### src/logic/pcrd_map.svh
// Constants of the clock driver and reset/lock logic: counts, phases, resets.
// Assumes inclusion by bare name; holds definitions only.
//
// Function
// - Double-rate clock runs at twice in-phase rate
// - One extra inverted clock at in-phase rate
// - Feedback from half in-phase rate, fixed doubling
// - Half-rate bus enable, skewed from double-rate clock
// - Loop enable low bypasses oscillator, outputs follow
// - Request high, unlocked: reset line driven low
// - Release 1024 in-phase cycles after lock
// - Request low at start-up holds line low
// - Short low request after lock: 1024-cycle reset
// - Clocks keep running locked during reset
// - Release 1024 cycles after held request rises
// - Board holds request low during slow start-up
// - Reference between 5 MHz and quarter double-rate; the model runs it at 2.5 MHz (8 clk periods of 50 ns)
`ifndef PCRD_MAP_SVH
`define PCRD_MAP_SVH

// ****************************************************************
// Timing
// ****************************************************************
`define PCRD_CLK_PERIOD_NS     50
`define PCRD_HOLD_CYCLES       1024
`define PCRD_HOLD_WIDTH        11
`define PCRD_LOCK_REFS         4
`define PCRD_REF_MIN_MHZ       5
`define PCRD_REQ_PULSE_NS      10
`define PCRD_BOOT_HOLD_CYCLES  64
`define PCRD_REF_HALF_CYCLES   4

// ****************************************************************
// Phase counter and reset values
// ****************************************************************
`define PCRD_PHASE_WIDTH       3
`define PCRD_PHASE_RESET       3'h0
`define PCRD_ENABLE_PHASE_A    2'h0
`define PCRD_ENABLE_PHASE_B    2'h1
`define PCRD_LOCK_CNT_WIDTH    3

`endif

### src/logic/pcrd_pkg.sv
// Types used by the clock driver end of the link only.
// Assumes the constants header is available by bare name.
`include "pcrd_map.svh"
package pcrd_pkg;

  // ****************************************************************
  // Reset/lock sequencer states, one-hot
  // ****************************************************************
  typedef enum logic [3:0] {
    PCRD_WAIT_LOCK = 4'b0001,
    PCRD_HOLD_REQ  = 4'b0010,
    PCRD_COUNT     = 4'b0100,
    PCRD_RELEASED  = 4'b1000
  } pcrd_rst_state_t;

  typedef logic [`PCRD_PHASE_WIDTH-1:0] pcrd_phase_t;

endpackage

### src/logic/pcrd_if.sv
// Pins between the clock driver and the processor/board side.
// Assumes one clock for both ends; resolves the open-drain line with a pull-up.
`timescale 1ns/1ps
interface pcrd_if;
  logic       ref_clk;
  logic       loop_enable;
  logic       reset_request;
  logic       double_rate_clock;
  logic [2:0] inphase_clock_outputs;
  logic       inverted_phase_clock;
  logic       bus_half_rate_enable_out;
  logic       lock_out;
  logic       lock_out_oe;
  logic       lock_line;

  // Open-drain with external pull-up: low only while driven low
  assign lock_line = ~(lock_out_oe & ~lock_out);

  modport device (
    input  ref_clk,
    input  loop_enable,
    input  reset_request,
    output double_rate_clock,
    output inphase_clock_outputs,
    output inverted_phase_clock,
    output bus_half_rate_enable_out,
    output lock_out,
    output lock_out_oe,
    input  lock_line
  );

  modport board (
    output ref_clk,
    output loop_enable,
    output reset_request,
    input  double_rate_clock,
    input  inphase_clock_outputs,
    input  inverted_phase_clock,
    input  bus_half_rate_enable_out,
    input  lock_line
  );
endinterface

### src/logic/pcrd_hold_counter.sv
// Counter of in-phase output cycles that times the reset hold.
// Assumes tick is a one-cycle pulse per in-phase cycle.
`timescale 1ns/1ps
`include "pcrd_map.svh"
module pcrd_hold_counter (
  // Clock and reset
  input  wire logic clk,
  input  wire logic rst_n,
  // Control
  input  wire logic clear,
  input  wire logic tick,
  // Status
  output logic      done
);
  logic [`PCRD_HOLD_WIDTH-1:0] count;
  logic [`PCRD_HOLD_WIDTH-1:0] next_count;
  logic                        next_done;

  always_comb begin
    next_count = count;
    next_done  = done;
    if (clear) begin
      next_count = '0;
      next_done  = 1'b0;
    end else if (tick && !done) begin
      if (count == `PCRD_HOLD_WIDTH'(`PCRD_HOLD_CYCLES - 1)) begin
        next_done = 1'b1;
      end else begin
        next_count = count + `PCRD_HOLD_WIDTH'(1);
      end
    end
  end

  always_ff @(posedge clk or negedge rst_n) begin
    if (!rst_n) begin
      count <= '0;
      done  <= 1'b0;
    end else begin
      count <= next_count;
      done  <= next_done;
    end
  end
endmodule

### src/logic/pcrd_device.sv
// Clock driver end: digital model of the locked clock tree, bus enable
// and the open-drain reset/lock output.
// Assumes the reference, loop enable and reset request are synchronous to clk.
// The oscillator is modelled by a phase counter stepped by clk; the
// double-rate clock toggles every rising clk edge.
`timescale 1ns/1ps
`include "pcrd_map.svh"
module pcrd_device (
  // Clock and reset
  input  wire logic clk,
  input  wire logic rst_n,
  // Link to the board and processor
  pcrd_if.device    link,
  // User-side status
  output logic      locked,
  output logic      in_reset
);

  // ****************************************************************
  // Reference edge detection
  // ****************************************************************
  logic ref_d;
  logic next_ref_d;
  logic ref_rise;

  assign ref_rise = link.ref_clk & ~ref_d;

  always_comb begin
    next_ref_d = link.ref_clk;
  end

  always_ff @(posedge clk or negedge rst_n) begin
    if (!rst_n) begin
      ref_d <= 1'b0;
    end else begin
      ref_d <= next_ref_d;
    end
  end

  // ****************************************************************
  // Oscillator phase and lock detection
  // ****************************************************************
  // The phase counter is snapped to the reference on a miss; its top bit
  // is the internal feedback at half the in-phase rate, so with the loop
  // enabled the in-phase clock is twice the reference with no external path.
  pcrd_pkg::pcrd_phase_t           phase;
  pcrd_pkg::pcrd_phase_t           next_phase;
  logic [`PCRD_LOCK_CNT_WIDTH-1:0] lock_cnt;
  logic [`PCRD_LOCK_CNT_WIDTH-1:0] next_lock_cnt;
  logic                            next_locked;

  always_comb begin
    next_phase    = phase + `PCRD_PHASE_WIDTH'(1);
    next_lock_cnt = lock_cnt;
    next_locked   = locked;
    if (!link.loop_enable) begin
      // Oscillator stopped: lock is not meaningful, treated as reached
      next_phase    = `PCRD_PHASE_RESET;
      next_lock_cnt = '0;
      next_locked   = 1'b1;
    end else if (ref_rise) begin
      if (phase == `PCRD_PHASE_RESET) begin
        if (lock_cnt == `PCRD_LOCK_CNT_WIDTH'(`PCRD_LOCK_REFS - 1)) begin
          next_locked = 1'b1;
        end else begin
          next_lock_cnt = lock_cnt + `PCRD_LOCK_CNT_WIDTH'(1);
        end
      end else begin
        // Feedback edge missed the reference: correct and relock
        next_phase    = `PCRD_PHASE_WIDTH'(1);
        next_lock_cnt = '0;
        next_locked   = 1'b0;
      end
    end else if (link.loop_enable && locked && ref_d == 1'b0 && phase == `PCRD_PHASE_RESET) begin
      // Feedback fell with no reference edge: the reference is gone
      next_lock_cnt = '0;
      next_locked   = 1'b0;
    end
  end

  always_ff @(posedge clk or negedge rst_n) begin
    if (!rst_n) begin
      phase    <= `PCRD_PHASE_RESET;
      lock_cnt <= '0;
      locked   <= 1'b0;
    end else begin
      phase    <= next_phase;
      lock_cnt <= next_lock_cnt;
      locked   <= next_locked;
    end
  end

  // ****************************************************************
  // Clock outputs
  // ****************************************************************
  // All outputs are registered from the same phase (from the reference in test mode) so they stay in step;
  // they never stop for the reset sequence.
  logic       dbl_clk;
  logic       next_dbl_clk;
  logic [2:0] iph_clk;
  logic [2:0] next_iph_clk;
  logic       inv_clk;
  logic       next_inv_clk;
  logic       bus_en;
  logic       next_bus_en;
  logic       iph_tick;

  always_comb begin
    if (link.loop_enable) begin
      next_dbl_clk = next_phase[0];
      next_iph_clk = {3{next_phase[1]}};
      next_inv_clk = ~next_phase[1];
      // High across the double-rate edge one half-period late, so the
      // processor enable has setup and hold around its sampling edge
      next_bus_en  = (next_phase[1:0] == `PCRD_ENABLE_PHASE_A) ||
                     (next_phase[1:0] == `PCRD_ENABLE_PHASE_B);
    end else begin
      // Static test mode: outputs follow the reference, no frequency limit
      next_dbl_clk = link.ref_clk;
      next_iph_clk = {3{link.ref_clk}};
      next_inv_clk = ~link.ref_clk;
      next_bus_en  = link.ref_clk;
    end
  end

  always_ff @(posedge clk or negedge rst_n) begin
    if (!rst_n) begin
      dbl_clk <= 1'b0;
      iph_clk <= 3'h0;
      inv_clk <= 1'b1;
      bus_en  <= 1'b0;
    end else begin
      dbl_clk <= next_dbl_clk;
      iph_clk <= next_iph_clk;
      inv_clk <= next_inv_clk;
      bus_en  <= next_bus_en;
    end
  end

  assign link.double_rate_clock        = dbl_clk;
  assign link.inphase_clock_outputs    = iph_clk;
  assign link.inverted_phase_clock     = inv_clk;
  assign link.bus_half_rate_enable_out = bus_en;

  // One tick per in-phase cycle, at its rising edge
  assign iph_tick = next_iph_clk[0] & ~iph_clk[0];

  // ****************************************************************
  // Reset/lock sequencer
  // ****************************************************************
  pcrd_pkg::pcrd_rst_state_t state;
  pcrd_pkg::pcrd_rst_state_t next_state;
  logic                      hold_clear;
  logic                      hold_done;
  logic                      next_in_reset;
  logic                      drive_low;
  logic                      next_drive_low;

  always_comb begin
    next_state = state;
    hold_clear = 1'b0;
    case (state)
      pcrd_pkg::PCRD_WAIT_LOCK: begin
        hold_clear = 1'b1;
        if (!link.reset_request) begin
          next_state = pcrd_pkg::PCRD_HOLD_REQ;
        end else if (locked) begin
          next_state = pcrd_pkg::PCRD_COUNT;
        end
      end
      pcrd_pkg::PCRD_HOLD_REQ: begin
        hold_clear = 1'b1;
        if (link.reset_request) begin
          next_state = locked ? pcrd_pkg::PCRD_COUNT : pcrd_pkg::PCRD_WAIT_LOCK;
        end
      end
      pcrd_pkg::PCRD_COUNT: begin
        if (!link.reset_request) begin
          hold_clear = 1'b1;
          next_state = pcrd_pkg::PCRD_HOLD_REQ;
        end else if (!locked) begin
          next_state = pcrd_pkg::PCRD_WAIT_LOCK;
        end else if (hold_done) begin
          next_state = pcrd_pkg::PCRD_RELEASED;
        end
      end
      pcrd_pkg::PCRD_RELEASED: begin
        hold_clear = 1'b1;
        if (!link.reset_request) begin
          next_state = pcrd_pkg::PCRD_HOLD_REQ;
        end else if (!locked) begin
          next_state = pcrd_pkg::PCRD_WAIT_LOCK;
        end
      end
      default: begin
        hold_clear = 1'b1;
        next_state = pcrd_pkg::PCRD_WAIT_LOCK;
      end
    endcase
    next_drive_low = (next_state != pcrd_pkg::PCRD_RELEASED);
    next_in_reset  = next_drive_low;
  end

  always_ff @(posedge clk or negedge rst_n) begin
    if (!rst_n) begin
      state     <= pcrd_pkg::PCRD_WAIT_LOCK;
      drive_low <= 1'b1;
      in_reset  <= 1'b1;
    end else begin
      state     <= next_state;
      drive_low <= next_drive_low;
      in_reset  <= next_in_reset;
    end
  end

  // In test mode a tick is one reference cycle, which the outputs follow
  pcrd_hold_counter u_hold (
    .clk   (clk),
    .rst_n (rst_n),
    .clear (hold_clear),
    .tick  (iph_tick),
    .done  (hold_done)
  );

  // Open-drain: the pin is only ever pulled low, never driven high
  assign link.lock_out    = 1'b0;
  assign link.lock_out_oe = drive_low;

endmodule

### src/flat_wrapper.sv
// flat-port wrapper written by rule: the top's interface ports become plain ports
module pcrd_device_flat 
  (clk, rst_n, locked, in_reset, link_ref_clk, link_loop_enable, link_reset_request, link_double_rate_clock, link_inphase_clock_outputs, link_inverted_phase_clock, link_bus_half_rate_enable_out, link_lock_out, link_lock_out_oe);
  pcrd_if link_i ();
  input  wire logic clk;
  input  wire logic rst_n;
  output logic locked;
  output logic in_reset;
  input wire logic [$bits(link_i.ref_clk)-1:0] link_ref_clk;
  input wire logic [$bits(link_i.loop_enable)-1:0] link_loop_enable;
  input wire logic [$bits(link_i.reset_request)-1:0] link_reset_request;
  output wire logic [$bits(link_i.double_rate_clock)-1:0] link_double_rate_clock;
  output wire logic [$bits(link_i.inphase_clock_outputs)-1:0] link_inphase_clock_outputs;
  output wire logic [$bits(link_i.inverted_phase_clock)-1:0] link_inverted_phase_clock;
  output wire logic [$bits(link_i.bus_half_rate_enable_out)-1:0] link_bus_half_rate_enable_out;
  output wire logic [$bits(link_i.lock_out)-1:0] link_lock_out;
  output wire logic [$bits(link_i.lock_out_oe)-1:0] link_lock_out_oe;
  assign link_i.ref_clk = link_ref_clk;
  assign link_i.loop_enable = link_loop_enable;
  assign link_i.reset_request = link_reset_request;
  assign link_double_rate_clock = link_i.double_rate_clock;
  assign link_inphase_clock_outputs = link_i.inphase_clock_outputs;
  assign link_inverted_phase_clock = link_i.inverted_phase_clock;
  assign link_bus_half_rate_enable_out = link_i.bus_half_rate_enable_out;
  assign link_lock_out = link_i.lock_out;
  assign link_lock_out_oe = link_i.lock_out_oe;
  pcrd_device u_core (.clk(clk), .rst_n(rst_n), .link(link_i), .locked(locked), .in_reset(in_reset));
endmodule
### config.mk
export PLATFORM = sky130hd
export DESIGN_NAME = pcrd_device_flat
export DESIGN_NICKNAME = d
export VERILOG_FILES = /design/src/logic/pcrd_pkg.sv /design/src/logic/pcrd_if.sv /design/src/logic/pcrd_hold_counter.sv /design/src/logic/pcrd_device.sv /design/src/flat_wrapper.sv
export VERILOG_INCLUDE_DIRS = /design/src /design/src/logic
export SDC_FILE = /design/constraint.sdc
export NUM_CORES = 1
export LEC_CHECK = 0
export BUFFER_PORTS_ARGS = -buffer_cell sky130_fd_sc_hd__buf_2
export CAP_MARGIN = 20
export CORE_UTILIZATION = 40
export CTS_BUF_LIST = sky130_fd_sc_hd__clkbuf_2
export DETAILED_ROUTE_END_ITERATION = 6
export GPL_ROUTABILITY_DRIVEN = 0
export PLACE_DENSITY = 0.62
export SYNTH_ARGS = -nofsm -noshare
export SYNTH_HDL_FRONTEND = slang
export SYNTH_SLANG_ARGS = --single-unit
export TNS_END_PERCENT = 20
### constraint.sdc
create_clock -name clk -period 2.35 [get_ports clk]
set_input_delay 0.235 -clock clk [delete_from_list [all_inputs] [get_ports clk]]
set_output_delay 0.235 -clock clk [all_outputs]
set_load 0.01 [all_outputs]
==> impl_metrics.ini <==
[status]
status = finished, final reports clean

[timing]
fin_setup_tns_ns = 0
fmax_ghz = 0.5104
maxSlewViolCount = 0
period_needed_ns = 1.959
fin_skew_ns = 0.01698
finalCritPeriodShare_pct = 83.37
rsz0062_at_grt = no
setup_violations = 0
hold_violations = 0
tightestPinTransition_ns = 0.6563
slew_headroom_pct = 55.85

[logic_synthesis]
ys_types = 42
yosysSeqAreaShare_pct = 49.03
netlist_instances = 145
ys.warnings.count = 0
synthFlopType = dfrtp_1
synth_commonest_cells = dfrtp_1 (26), nor2_1 (13), inv_1 (10)
synth_edf_count = 0
synth_top_area_share_pct = 43.73
syn-cell-area_um2 = 1488
ys_async_sr_fraction_pct = 100.0
ys_top_cells_by_area = dfrtp_1 (44%), dfstp_2 (5.3%), ha_1 (4.2%)
syn_area_per_cell_um2 = 10.26
synth_nets = 155
ys_seq_elements = 29
yosysMostFrequentCell = dfrtp_1
yosysTopAreaCell = dfrtp_1

[global_routing]
antenna_found_initial = 0
grt_util_all_layers_pct = 16.47
grt_pass1_wl_um = 5023
overflow = 0
grt_pass1_vias = 1127
grt_max_degree = 30

[cts]
htreeDepth = 2
clockRootBuffer = clkbuf_2
numClockSinks = 29
cts_setup_buffers = 0
worstSkewPairLatency_ns = 0.36
cts.clk_slew.worst_paths_ns = 0.16
cts_resized = 0
cts_buffer_depth = 2
numCtsBuffers = 5
cts_tree = done

[detailed_routing]
drtIter0Drc = 126
highest_layer = met4
via_per_inst = 5.473
wl_met2_um = 1368
wl_per_cell_um = 13.42
drt_first_pass_iters = 4
drc_errors = 0
wl_um = 2751
dr_wl_met3_um = 100
drtAntennaViolNets = 0
vias = 1122
wl_met1_um = 1264

[run]
drv_cap = 0

[worst_hold_path]
hp-class = in2reg
hold_path_startpoint = link_ref_clk

[worst_setup_path]
path_cells = inv_1 > ha_1 > nor2b_1 > o211ai_2 > a211oi_2 > a31oi_1 > a311oi_1
critPathArrivalTime_ns = 2.23
cp-end-kind = register
crit_slowest_cell = dfrtp_1
cp_num_buf_inv = 1
cp-start-kind = register
critPathMaxStageDelay_ns = 0.44
cpLargestDelayFamily = compound AO/OA/AOI/OAI gates
cp_max_fo = 5
path_class = reg2reg
r2r-start = u_core.phase[0]
cp.required_ns = 2.62
critPathLaunch = u_core.phase[0]

[power]
ir_drop_mv = 0.4106
switching_share_pct = 30.36
power.leakage_nw = 0.6989
power_density_nw_per_um2 = 711.2
internal_power_uw = 811.2
clkPwrFrac_pct = 30.3
p_comb_share_pct = 17.3
p_switching_uw = 353.7
p_seq_share_pct = 52.5

[final_layout]
nets = 168
stdcell_count = 205
antenna_cells = 0
drive_gt1_share_pct = 21.38
syn_to_final_growth_pct = 10.09

[floorplanning]
core.rowCount = 21
die_h_um = 62.99
die-area_um2 = 3967
coreArea_um2 = 3442
die_width_um = 62.99
num_io_pins = 15
start_util_pct = 43.22

[place]
dp.cells = 196
dp_hpwl_um = 2007
io_buffer_count = 13
[final cells by class]
class                      count  area, um^2
inverter                      10       37.54
multi-input combinational     97       664.4
clock inverter                 3       41.29
fill                         333        1804
clock buffer                   5       25.02
timing repair buffer          15       82.58
sequential                    29       729.5
tap                           46       57.56
[timing repair]
item | in CTS | in global routing
endpoints found under the setup margin | 0 | 0
hold buffers | 1 | 0
hold endpoints to repair | 26 | 0
[kinds of logic (layout without fill, tap and decap cells)]
family / Yosys count / in the layout / share of synthesized area, %
multiplexers: 2 / 2 / 1.346
XOR/XNOR: 6 / 6 / 3.532
adder cells (fa/ha/maj): 5 / 5 / 4.205
other: 1 / 1 / 0.2521
AND/OR/NAND/NOR: 46 / 46 / 16.82
buffers and inverters: 19 / 33 / 6.308
flip-flops: 29 / 29 / 49.03
AO/OA/AOI/OAI: 37 / 37 / 18.50
[flip-flops by register name (all words and copies together), names as in the netlist]
| register | flops |
|---|---|
| u_core.locked | 1 |
| u_core.link.inphase_clock_outputs | 1 |
| u_core.lock_cnt | 3 |
| u_core.in_reset | 1 |
| u_core.u_hold.count | 11 |
| u_core.link.inverted_phase_clock | 1 |
| u_core.phase | 3 |
| u_core.state | 4 |
| u_core.link.double_rate_clock | 1 |
| u_core.u_hold.done | 1 |
| u_core.ref_d | 1 |
| u_core.link.bus_half_rate_enable_out | 1 |
[routing by layer]
metal | up-vias | track usage, %
met4 | 0 | 8.721
met1 | 560 | 20.09
met2 | 24 | 26.34
li1 | 536 | -
met3 | 2 | 4.380
met5 | - | 0
[stage by stage]
| stage | area, um^2 | power, mW | util, % | setup WS [ns] | hold WS, ns |
|---|---|---|---|---|---|
| floorplan | 1488 | 0.7651 | - | 0.5665 | -0.06059 |
| global placement | 1562 | 0.8069 | 45.37 | 0.5281 | 0.2874 |
| detailed placement | 1562 | 0.8222 | 45.37 | 0.3961 | 0.3001 |
| CTS | 1638 | 1.178 | 47.58 | 0.3781 | 0.01534 |
| global route | 1638 | 1.240 | 47.58 | 0.1342 | 0.01414 |
| finish | 1638 | 1.165 | 47.58 | 0.3907 | 0.04304 |
[placed cells by master (no fill, tap or decap), types with 4 or more instances in the layout]
cell	Yosys	final
xnor2_1	4	4
nand2_1	9	9
clkbuf_2	0	5
ha_1	5	5
inv_1	10	10
nor2_1	13	13
nor2b_1	4	4
a21oi_1	9	9
a31oi_1	4	4
o21ai_0	7	7
buf_2	3	13
dfrtp_1	26	26
nand3_1	4	4
[worst paths after layout]
check,to,slack (ns),depth (start not counted)
worst max-delay path,u_core.u_hold.count[8],0.39,7
worst min-delay path,u_core.ref_d,0.04,1
worst max register to register,u_core.u_hold.count[8],0.39,7
worst min register to register,u_core.lock_cnt[0],0.50,1
max in group asynchronous,u_core.u_hold.count[1],1.53,2
min in group asynchronous,u_core.phase[2],0.40,2
[power by group through the flow]
stage	combinational [mW]	sequential (mW)	clock, mW
floorplan	0.168	0.597	0
global placement	0.194	0.613	0
detailed placement	0.202	0.620	0
CTS	0.204	0.610	0.364
global route	0.232	0.622	0.386
finish	0.201	0.611	0.353
Power figures use the tool's default switching activity.
